## src/power_state_sequencer_consts.vh

```
// Purpose: Constants for the power state sequencer
// Assumes: 125 MHz system clock, 8-bit register port
// Notes:   Registers 0x0e and 0x0f hold the stop bit and watchdog flags
`ifndef POWER_STATE_SEQUENCER_CONSTS_VH
`define POWER_STATE_SEQUENCER_CONSTS_VH

// ----------------------------------------
// Register map
// ----------------------------------------
`define ADDR_W              4
`define REG_CLOCK_STOP      4'he
`define REG_WD_FLAGS        4'hf
`define REG_CONFIG          4'h0
`define REG_STATUS          4'h1
`define REG_IRQ_STATUS      4'h2
`define REG_IRQ_MASK        4'h3

// ----------------------------------------
// Field positions
// ----------------------------------------
`define CK_STOP_BIT         4
`define WD_POR_BIT          7
`define WD_IRQ_EN_BIT       6
`define WD_RST_EN_BIT       1
`define CFG_ADC_BIT         0
`define CFG_PROT_BIT        1
`define CFG_TMR_BIT         2
`define CFG_BO_IRQ_BIT      3
`define PMM_LO              4
`define PMM_HI              5
`define EV_BO_RECOVER       0
`define EV_BO_TIMEOUT       1
`define EV_WAKE             2
`define EV_CHARGER          3

// ----------------------------------------
// Reset values
// ----------------------------------------
`define RST_BYTE            8'h00
`define RST_WD_FLAGS        8'h80
`define ONE_BYTE            8'h01

// ----------------------------------------
// Timing
// ----------------------------------------
`define CLK_PERIOD_NS       8
`define BO_WINDOW_NS        2000000
`define WIN_W               20

`endif

```

## src/power_state_sequencer.v

```verilog
// Purpose: Power-state controller: brown-out, CPU, analog, sleep, charger wait
// Assumes: Inputs synchronous to i_sys_clk; register port with one-cycle read data
// Notes:   Recovery window counted on system clock, shortened by parameter
//
// Added by the designer: strobed register access.
`timescale 1ns/1ns
`include "power_state_sequencer_consts.vh"

module power_state_sequencer #(
  parameter BO_WINDOW_CYCLES = `BO_WINDOW_NS / `CLK_PERIOD_NS
) (
  input  wire                i_sys_clk,
  input  wire                i_resetn,
  input  wire [`ADDR_W-1:0]  i_addr,
  input  wire [7:0]          i_wdata,
  input  wire                i_wr,
  input  wire                i_rd,
  input  wire                i_supply_low,
  input  wire                i_stop_req,
  input  wire                i_adc_active,
  input  wire                i_prot_active,
  input  wire                i_interval_timer_active,
  input  wire                i_internal_irq,
  input  wire                i_ext_irq,
  input  wire                i_twowire_irq,
  input  wire                i_port0_wake,
  input  wire                i_port1_wake,
  input  wire                i_charger_sense_input,
  output reg  [7:0]          o_rdata,
  output reg                 o_cpu_run,
  output reg                 o_ip_hold,
  output reg                 o_instruction_oscillator_en,
  output reg                 o_analog_oscillator_en,
  output reg                 o_analog_domain_en,
  output reg                 o_brownout_irq,
  output reg                 o_irq,
  output reg  [4:0]          o_state
);

  // ----------------------------------------
  // States
  // ----------------------------------------
  localparam [4:0] ST_BROWNOUT = 5'h01;
  localparam [4:0] ST_CPU      = 5'h02;
  localparam [4:0] ST_ANALOG   = 5'h04;
  localparam [4:0] ST_SLEEP    = 5'h08;
  localparam [4:0] ST_WAIT     = 5'h10;
  localparam [31:0]       WIN_LAST_FULL = BO_WINDOW_CYCLES - 1;
  localparam [`WIN_W-1:0] WIN_LAST      = WIN_LAST_FULL[`WIN_W-1:0];

  reg [4:0]          state;
  reg [4:0]          next_state;
  reg [7:0]          clock_stop_control;
  reg [7:0]          watchdog_and_reset_flags;
  reg [7:0]          config_reg;
  reg [7:0]          irq_status;
  reg [7:0]          irq_mask;
  reg [`WIN_W-1:0]   win_cnt;
  reg                was_fault;
  reg [7:0]          next_rdata;
  reg [3:0]          events;

  // ----------------------------------------
  // Helper functions
  // ----------------------------------------
  // One address decoder shared by every write strobe and the status read-clear; the read data mux decodes on its own
  function reg_hit;
    input                strobe;
    input [`ADDR_W-1:0]  addr;
    input [`ADDR_W-1:0]  target;
    begin
      reg_hit = strobe && (addr == target);
    end
  endfunction

  function quiet_state;
    input [4:0] st;
    begin
      quiet_state = (st == ST_SLEEP) || (st == ST_WAIT);
    end
  endfunction

  function fault_entry;
    input [4:0] st;
    input [4:0] nst;
    begin
      fault_entry = (st == ST_CPU || st == ST_ANALOG) && (nst == ST_BROWNOUT);
    end
  endfunction

  // ----------------------------------------
  // Decode
  // ----------------------------------------

  wire watchdog_irq_enable    = watchdog_and_reset_flags[`WD_IRQ_EN_BIT];
  wire watchdog_reset_enable  = watchdog_and_reset_flags[`WD_RST_EN_BIT];
  wire [1:0] protector_monitor_mode = config_reg[`PMM_HI:`PMM_LO];
  wire interval_timer_config  = config_reg[`CFG_TMR_BIT];

  // Any analog user; sampled in the stop cycle itself
  wire analog_needed = i_adc_active | i_prot_active | i_interval_timer_active |
                       config_reg[`CFG_ADC_BIT] | config_reg[`CFG_PROT_BIT] |
                       interval_timer_config | watchdog_irq_enable |
                       watchdog_reset_enable;
  wire stop_cmd = i_stop_req |
                  (reg_hit(i_wr, i_addr, `REG_CLOCK_STOP) && i_wdata[`CK_STOP_BIT]);
  wire sleep_wake = i_twowire_irq | i_port0_wake | i_port1_wake |
                    i_charger_sense_input;
  wire win_done = (win_cnt == WIN_LAST);

  // ----------------------------------------
  // State machine
  // ----------------------------------------
  always @* begin
    next_state = state;
    events     = 4'h0;
    case (state)
      ST_BROWNOUT: begin
        if (!i_supply_low) begin
          next_state = ST_CPU;
          if (was_fault) begin
            events[`EV_BO_RECOVER] = 1'b1;
          end
        end else if (was_fault && win_done) begin
          next_state = ST_WAIT;
          events[`EV_BO_TIMEOUT] = 1'b1;
        end
      end
      ST_CPU: begin
        if (i_supply_low) begin
          next_state = ST_BROWNOUT;
        end else if (stop_cmd) begin
          if (analog_needed) begin
            next_state = ST_ANALOG;
          end else begin
            next_state = ST_SLEEP;
          end
        end
      end
      ST_ANALOG: begin
        if (i_supply_low)
          next_state = ST_BROWNOUT;
        else if (i_ext_irq | i_internal_irq | sleep_wake) begin
          next_state = ST_CPU;
          events[`EV_WAKE] = 1'b1;
        end
      end
      ST_SLEEP: begin
        // Supply comparator not looked at here
        if (sleep_wake) begin
          next_state = ST_BROWNOUT;
          events[`EV_WAKE] = 1'b1;
        end
      end
      ST_WAIT: begin
        if (i_charger_sense_input) begin
          next_state = ST_BROWNOUT;
          events[`EV_CHARGER] = 1'b1;
        end
      end
      default: next_state = ST_BROWNOUT;
    endcase
  end

  // ----------------------------------------
  // State register
  // ----------------------------------------
  always @(posedge i_sys_clk or negedge i_resetn) begin
    if (!i_resetn) begin
      state <= ST_BROWNOUT;
    end else begin
      state <= next_state;
    end
  end

  // ----------------------------------------
  // Recovery window
  // ----------------------------------------
  // Counts only while parked in brown-out; any move clears it
  always @(posedge i_sys_clk or negedge i_resetn) begin
    if (!i_resetn) begin
      win_cnt <= {`WIN_W{1'b0}};
    end else if (state != ST_BROWNOUT || next_state != ST_BROWNOUT) begin
      win_cnt <= {`WIN_W{1'b0}};
    end else if (!win_done) begin
      win_cnt <= win_cnt + 1'b1;
    end
  end

  // Window only applies after a fault from CPU or analog
  always @(posedge i_sys_clk or negedge i_resetn) begin
    if (!i_resetn) begin
      was_fault <= 1'b0;
    end else if (fault_entry(state, next_state)) begin
      was_fault <= 1'b1;
    end else if (state == ST_BROWNOUT && next_state != ST_BROWNOUT) begin
      was_fault <= 1'b0;
    end
  end

  // ----------------------------------------
  // Registers
  // ----------------------------------------
  always @(posedge i_sys_clk or negedge i_resetn) begin
    if (!i_resetn) begin
      clock_stop_control <= `RST_BYTE;
    end else if (reg_hit(i_wr, i_addr, `REG_CLOCK_STOP)) begin
      // Stop bit self-clears; it acts through stop_cmd only
      clock_stop_control <= i_wdata & ~(`ONE_BYTE << `CK_STOP_BIT);
    end
  end

  always @(posedge i_sys_clk or negedge i_resetn) begin
    if (!i_resetn) begin
      watchdog_and_reset_flags <= `RST_WD_FLAGS;
    end else if (reg_hit(i_wr, i_addr, `REG_WD_FLAGS)) begin
      watchdog_and_reset_flags <= i_wdata;
    end
  end

  always @(posedge i_sys_clk or negedge i_resetn) begin
    if (!i_resetn) begin
      config_reg <= `RST_BYTE;
    end else if (reg_hit(i_wr, i_addr, `REG_CONFIG)) begin
      config_reg <= i_wdata;
    end
  end

  always @(posedge i_sys_clk or negedge i_resetn) begin
    if (!i_resetn) begin
      irq_mask <= `RST_BYTE;
    end else if (reg_hit(i_wr, i_addr, `REG_IRQ_MASK)) begin
      irq_mask <= i_wdata;
    end
  end

  // ----------------------------------------
  // Interrupt flags
  // ----------------------------------------
  always @(posedge i_sys_clk or negedge i_resetn) begin
    if (!i_resetn) begin
      irq_status <= `RST_BYTE;
    end else if (reg_hit(i_rd, i_addr, `REG_IRQ_STATUS)) begin
      // Set wins over read-clear
      irq_status <= {4'h0, events};
    end else begin
      irq_status <= irq_status | {4'h0, events};
    end
  end

  // ----------------------------------------
  // Read path
  // ----------------------------------------

  always @* begin
    next_rdata = `RST_BYTE;
    if (i_addr == `REG_CLOCK_STOP)
      next_rdata = clock_stop_control;
    else if (i_addr == `REG_WD_FLAGS)
      next_rdata = watchdog_and_reset_flags;
    else if (i_addr == `REG_CONFIG)
      next_rdata = config_reg;
    else if (i_addr == `REG_STATUS)
      next_rdata = {3'h0, state};
    else if (i_addr == `REG_IRQ_STATUS)
      next_rdata = irq_status;
    else if (i_addr == `REG_IRQ_MASK)
      next_rdata = irq_mask;
  end

  // ----------------------------------------
  // Outputs
  // ----------------------------------------
  // Read data stand for one cycle only, zero otherwise
  always @(posedge i_sys_clk or negedge i_resetn) begin
    if (!i_resetn) begin
      o_rdata <= `RST_BYTE;
    end else begin
      o_rdata <= i_rd ? next_rdata : `RST_BYTE;
    end
  end

  // ----------------------------------------
  // Run and hold
  // ----------------------------------------
  always @(posedge i_sys_clk or negedge i_resetn) begin
    if (!i_resetn) begin
      o_cpu_run <= 1'b0;
    end else begin
      o_cpu_run <= (next_state == ST_CPU);
    end
  end

  always @(posedge i_sys_clk or negedge i_resetn) begin
    if (!i_resetn) begin
      o_ip_hold <= 1'b1;
    end else begin
      o_ip_hold <= (next_state == ST_BROWNOUT);
    end
  end

  always @(posedge i_sys_clk or negedge i_resetn) begin
    if (!i_resetn) begin
      o_state <= ST_BROWNOUT;
    end else begin
      o_state <= next_state;
    end
  end

  // ----------------------------------------
  // Oscillators and domains
  // ----------------------------------------
  // Oscillator runs in CPU state, and reset also loads it on in brown-out: on after wake or reset, off on stop
  always @(posedge i_sys_clk or negedge i_resetn) begin
    if (!i_resetn) begin
      o_instruction_oscillator_en <= 1'b1;
    end else begin
      o_instruction_oscillator_en <= (next_state == ST_CPU);
    end
  end

  always @(posedge i_sys_clk or negedge i_resetn) begin
    if (!i_resetn) begin
      o_analog_oscillator_en <= 1'b0;
    end else begin
      o_analog_oscillator_en <= !quiet_state(next_state) &&
                                (watchdog_irq_enable | watchdog_reset_enable |
                                 interval_timer_config |
                                 (protector_monitor_mode != 2'b00));
    end
  end

  always @(posedge i_sys_clk or negedge i_resetn) begin
    if (!i_resetn) begin
      o_analog_domain_en <= 1'b0;
    end else begin
      o_analog_domain_en <= !quiet_state(next_state);
    end
  end

  // ----------------------------------------
  // Interrupt outputs
  // ----------------------------------------
  always @(posedge i_sys_clk or negedge i_resetn) begin
    if (!i_resetn) begin
      o_brownout_irq <= 1'b0;
    end else begin
      o_brownout_irq <= events[`EV_BO_RECOVER] & config_reg[`CFG_BO_IRQ_BIT];
    end
  end

  // Includes this cycle's events so the line rises with the flag
  always @(posedge i_sys_clk or negedge i_resetn) begin
    if (!i_resetn) begin
      o_irq <= 1'b0;
    end else begin
      o_irq <= |(irq_mask & (irq_status | {4'h0, events}));
    end
  end

endmodule

```

## config.mk

```make
export PLATFORM = sky130hd
export DESIGN_NAME = power_state_sequencer
export DESIGN_NICKNAME = d
export VERILOG_FILES = /design/src/power_state_sequencer.v
export VERILOG_INCLUDE_DIRS = /design/src /design/src/src
export SDC_FILE = /design/constraint.sdc
export NUM_CORES = 1
export LEC_CHECK = 0
export ABC_AREA = 1
export BUFFER_PORTS_ARGS = -buffer_cell sky130_fd_sc_hd__buf_2
export CAP_MARGIN = 10
export CORE_MARGIN = 2
export CORE_UTILIZATION = 58
export CTS_CLUSTER_DIAMETER = 50
export CTS_CLUSTER_SIZE = 14
export DETAILED_ROUTE_END_ITERATION = 6
export PLACE_DENSITY = 0.84
export SKIP_LAST_GASP = 1
export SYNTH_ARGS = -nofsm -noshare
export SYNTH_HDL_FRONTEND = slang
export SYNTH_SLANG_ARGS = --single-unit
```

## constraint.sdc

```tcl
create_clock -name i_sys_clk -period 2 [get_ports i_sys_clk]
set_input_delay 0.4 -clock i_sys_clk [delete_from_list [all_inputs] [get_ports i_sys_clk]]
set_output_delay 0.4 -clock i_sys_clk [all_outputs]
set_load 0.02 [all_outputs]
```

==> out/qor.yml <==
rr_startpoint: "win_cnt[1]$_DFFE_PN0P_"
postCtsSetupBuffers: 0
drc: 0
p_int_uw: 2700
start_util_pct: 60.9
placed_cell_area_mm2: 0.00422
postSynthCellCount: 493
synthSimpleGateAreaFrac_pct: 31.5
vias: 3416
worstPathRequired_ns: 2.25
yosys-mux-area-fraction_pct: 0
syn_area_mm2: 0.00391
fin_area_mm2: 0.00444
synthAdderAreaFrac_pct: 0.320
slew_violations: 0
p_leak_uw: 0.00215
combPwrFrac_pct: 21.4
clkTransAtPathRegs_ns: 0.08
max_cap_viol_count: 0
synthDistinctLibCells: 32
grt_pass1_wl_mm: 14.9
fin_crit_sh_pct: 88.8
max_stage_delay_ns: 0.40
cts.sinks: 76
hold_violations: 0
rsz0062_at_grt: "no"
root_buffer: "clkbuf_8"
power_uw: 4020
synth_compound_area_share_pct: 10.3
slew_headroom_pct: 72.1
grt_usage_pct: 26.2
finalCriticalPeriod_ns: 1.78
die-area_mm2: 0.00742
drive_gt1_share_pct: 18.5
synth_xor_area_share_pct: 1.12
cts.htree.levels: 3
grt.overflow.total: 0
p_per_area_mw_per_mm2: 906
cp_slowest_cell: "dfrtp_1"
grt_max_degree: 46
clock-skew-final_ns: 0.00776
p_sw_uw: 1320
arrival_ns: 2.03
switching_share_pct: 32.9
largest_register: "win_cnt"
via_per_inst: 5.44
end_kind: "register"
numCtsBuffers: 9
fmax_ghz: 0.563
ant_nets: 0
tns_ns: 0
die_y_um: 86.1
grt_pass1_vias: 3276
hpwl_mm: 6.67
cts_tree: "yes"
area_growth_pct: 13.4
clk_path_buf_depth: 2
io_buffer_count: 46
hold_end: "o_instruction_oscillator_en$_DFF_PN1_"
drt_pass1_iterations: 5
core_area_mm2: 0.00642
clkLatencyLatePin_ns: 0.37
finalWirelength_mm: 9.02
vdd_ir_drop_max_v: 0.000723
seqPwrFrac_pct: 48.7
ys_warn_count: 0
largest_register_ffs: 20
synth_nets: 521
cp-start-kind: "register"
clockPowerShare_pct: 29.9
worst-slew-pin-transition_ns: 0.418
io_pins: 47
drtIter0Drc: 237
hold_path_startpoint: "i_supply_low"
setup_viol: 0
synth_seq_area_share_pct: 48.8
synth_seq_cells: 76
antennaDiodeCount: 0
hold_path.class: "in2reg"
synth_top_family_by_area: "simple AND/OR/NAND/NOR gates"
reg2reg_depth: 9
crit_chain: "ha_1 -> inv_1 -> nor2_4 -> nand3_1 -> nor2_1 -> nand2_1 -> nand2_4 -> buf_12 -> nor3_1"
routedWlPerCell_um: 14.4
rows: 29
nNetsFinal: 574
regToRegSetupSlack_ns: 0.22
crit_fanout: 13
avgSynthCellArea_um2: 7.93
holdPathStages: 2
crit_type: "reg2reg"
antenna_found_initial: 0
worst_r2r_endpoint: "win_cnt[13]$_DFFE_PN0P_"
dieWidth_um: 86.1
globalplace.congestion: 0.938
status: "complete, no violations"
==> layout make-up <==
type / count / area, um^2
Clock buffer: 10 / 128
Timing Repair Buffer: 49 / 283
Sequential cell: 76 / 1910
Fill cell: 527 / 1990
Inverter: 66 / 253
Clock inverter: 6 / 72.6
Multi-Input combinational cell: 344 / 1700
Tap cell: 77 / 96.3
==> layout by cell type (no fill, tap or decap), types with 2 or more instances in the layout <==
master,Yosys,routed
nand2_1,126,126
dfrtp_1,72,72
inv_1,64,64
nor2_1,53,53
buf_2,3,45
o21ai_0,39,39
nand3_1,24,24
nor3_1,19,19
a21oi_1,16,16
o21ai_1,12,12
clkbuf_8,0,9
nand2_2,9,8
nor2_2,6,6
a31oi_1,6,6
nor3_2,6,6
xor2_1,5,5
nor2_4,4,4
dfstp_2,4,4
inv_6,1,3
o21a_1,3,3
nand4_1,3,3
nor3b_2,3,3
nand3_2,2,2
clkinv_4,0,2
buf_12,0,2
==> metal layers <==
| layer | track usage, % | wire length, um |
|---|---|---|
| met1 | 34.2 | 3910 |
| met2 | 42.4 | 4390 |
| met3 | 6.45 | 540 |
| met4 | 9.96 | 188 |
| met5 | 0 | 0 |
==> synthesized netlist by cell type (all sizes together) <==
cell	count	share of area, %
nand2	135	14
dfrtp	72	46
inv	66	6.5
nor2	64	7.7
o21ai	51	6.5
nand3	26	3.6
nor3	25	4.0
a21oi	16	2.0
buf	7	1.5
a31oi	6	0.96
xor2	5	1.1
dfstp	4	2.7
nand4	4	1.0
nor3b	4	1.2
o21a	3	0.58
a41oi	1	0.22
and3	1	0.16
ha	1	0.32
nand3b	1	0.19
or2	1	0.16
==> power groups by stage <==
stage               logic [uW]  registers (uW)  clock network [uW]
finish                     859            1960                1200
global route               963            1980                1280
CTS                        854            1950                1210
detailed placement         850            1980                   0
global placement           821            1970                   0
floorplan                  508            2040                   0
==> worst max path at each step <==
stage,startpoint,to,slack [ns]
CTS,win_cnt[1]$_DFFE_PN0P_,win_cnt[2]$_DFFE_PN0P_,0.17
finish,win_cnt[1]$_DFFE_PN0P_,win_cnt[13]$_DFFE_PN0P_,0.22
global route,win_cnt[1]$_DFFE_PN0P_,was_fault$_DFFE_PN0P_,0.06
detailed placement,win_cnt[1]$_DFFE_PN0P_,win_cnt[2]$_DFFE_PN0P_,0.20
global placement,win_cnt[0]$_DFFE_PN0P_,win_cnt[13]$_DFFE_PN0P_,0.26
floorplan,win_cnt[0]$_DFFE_PN0P_,o_analog_oscillator_en$_DFF_PN0_,0.52
==> critical path, delay by kind of cell, from the launching register on <==
family                     cells  cell delay [ns]
adders and majority gates      1             0.25
buffers and inverters          2             0.29
DFF                            1             0.40
and+or+nand+nor                6             0.73
==> stage by stage <==
step	worst slack (ns)	instances	util [%]	hold WS, ns
final	0.224	628	69.1	0.246
after detailed placement	0.199	611	65.7	0.361
after global routing	0.0584	628	69.1	0.249
after CTS	0.172	628	69.0	0.240
after floorplan	0.523	493	-	0.104
after global placement	0.261	611	65.7	0.357
==> repair_timing <==
| item | in CTS | in global routing |
|---|---|---|
| gates resized for setup | 0 | 1 |
| hold buffers | 1 | 0 |
| endpoints found under the setup margin | 0 | 2 |
| endpoints found under the hold margin | 31 | 0 |
==> cells by family (layout without fill, tap and decap cells) <==
| family | count (synthesis) | count (layout) |
|---|---|---|
| xor+xnor | 5 | 5 |
| buf+inv | 73 | 131 |
| fa+ha+maj | 1 | 1 |
| simple gates | 261 | 261 |
| flops | 76 | 76 |
| compound gates | 77 | 77 |
(Power assumes the default switching activity.)
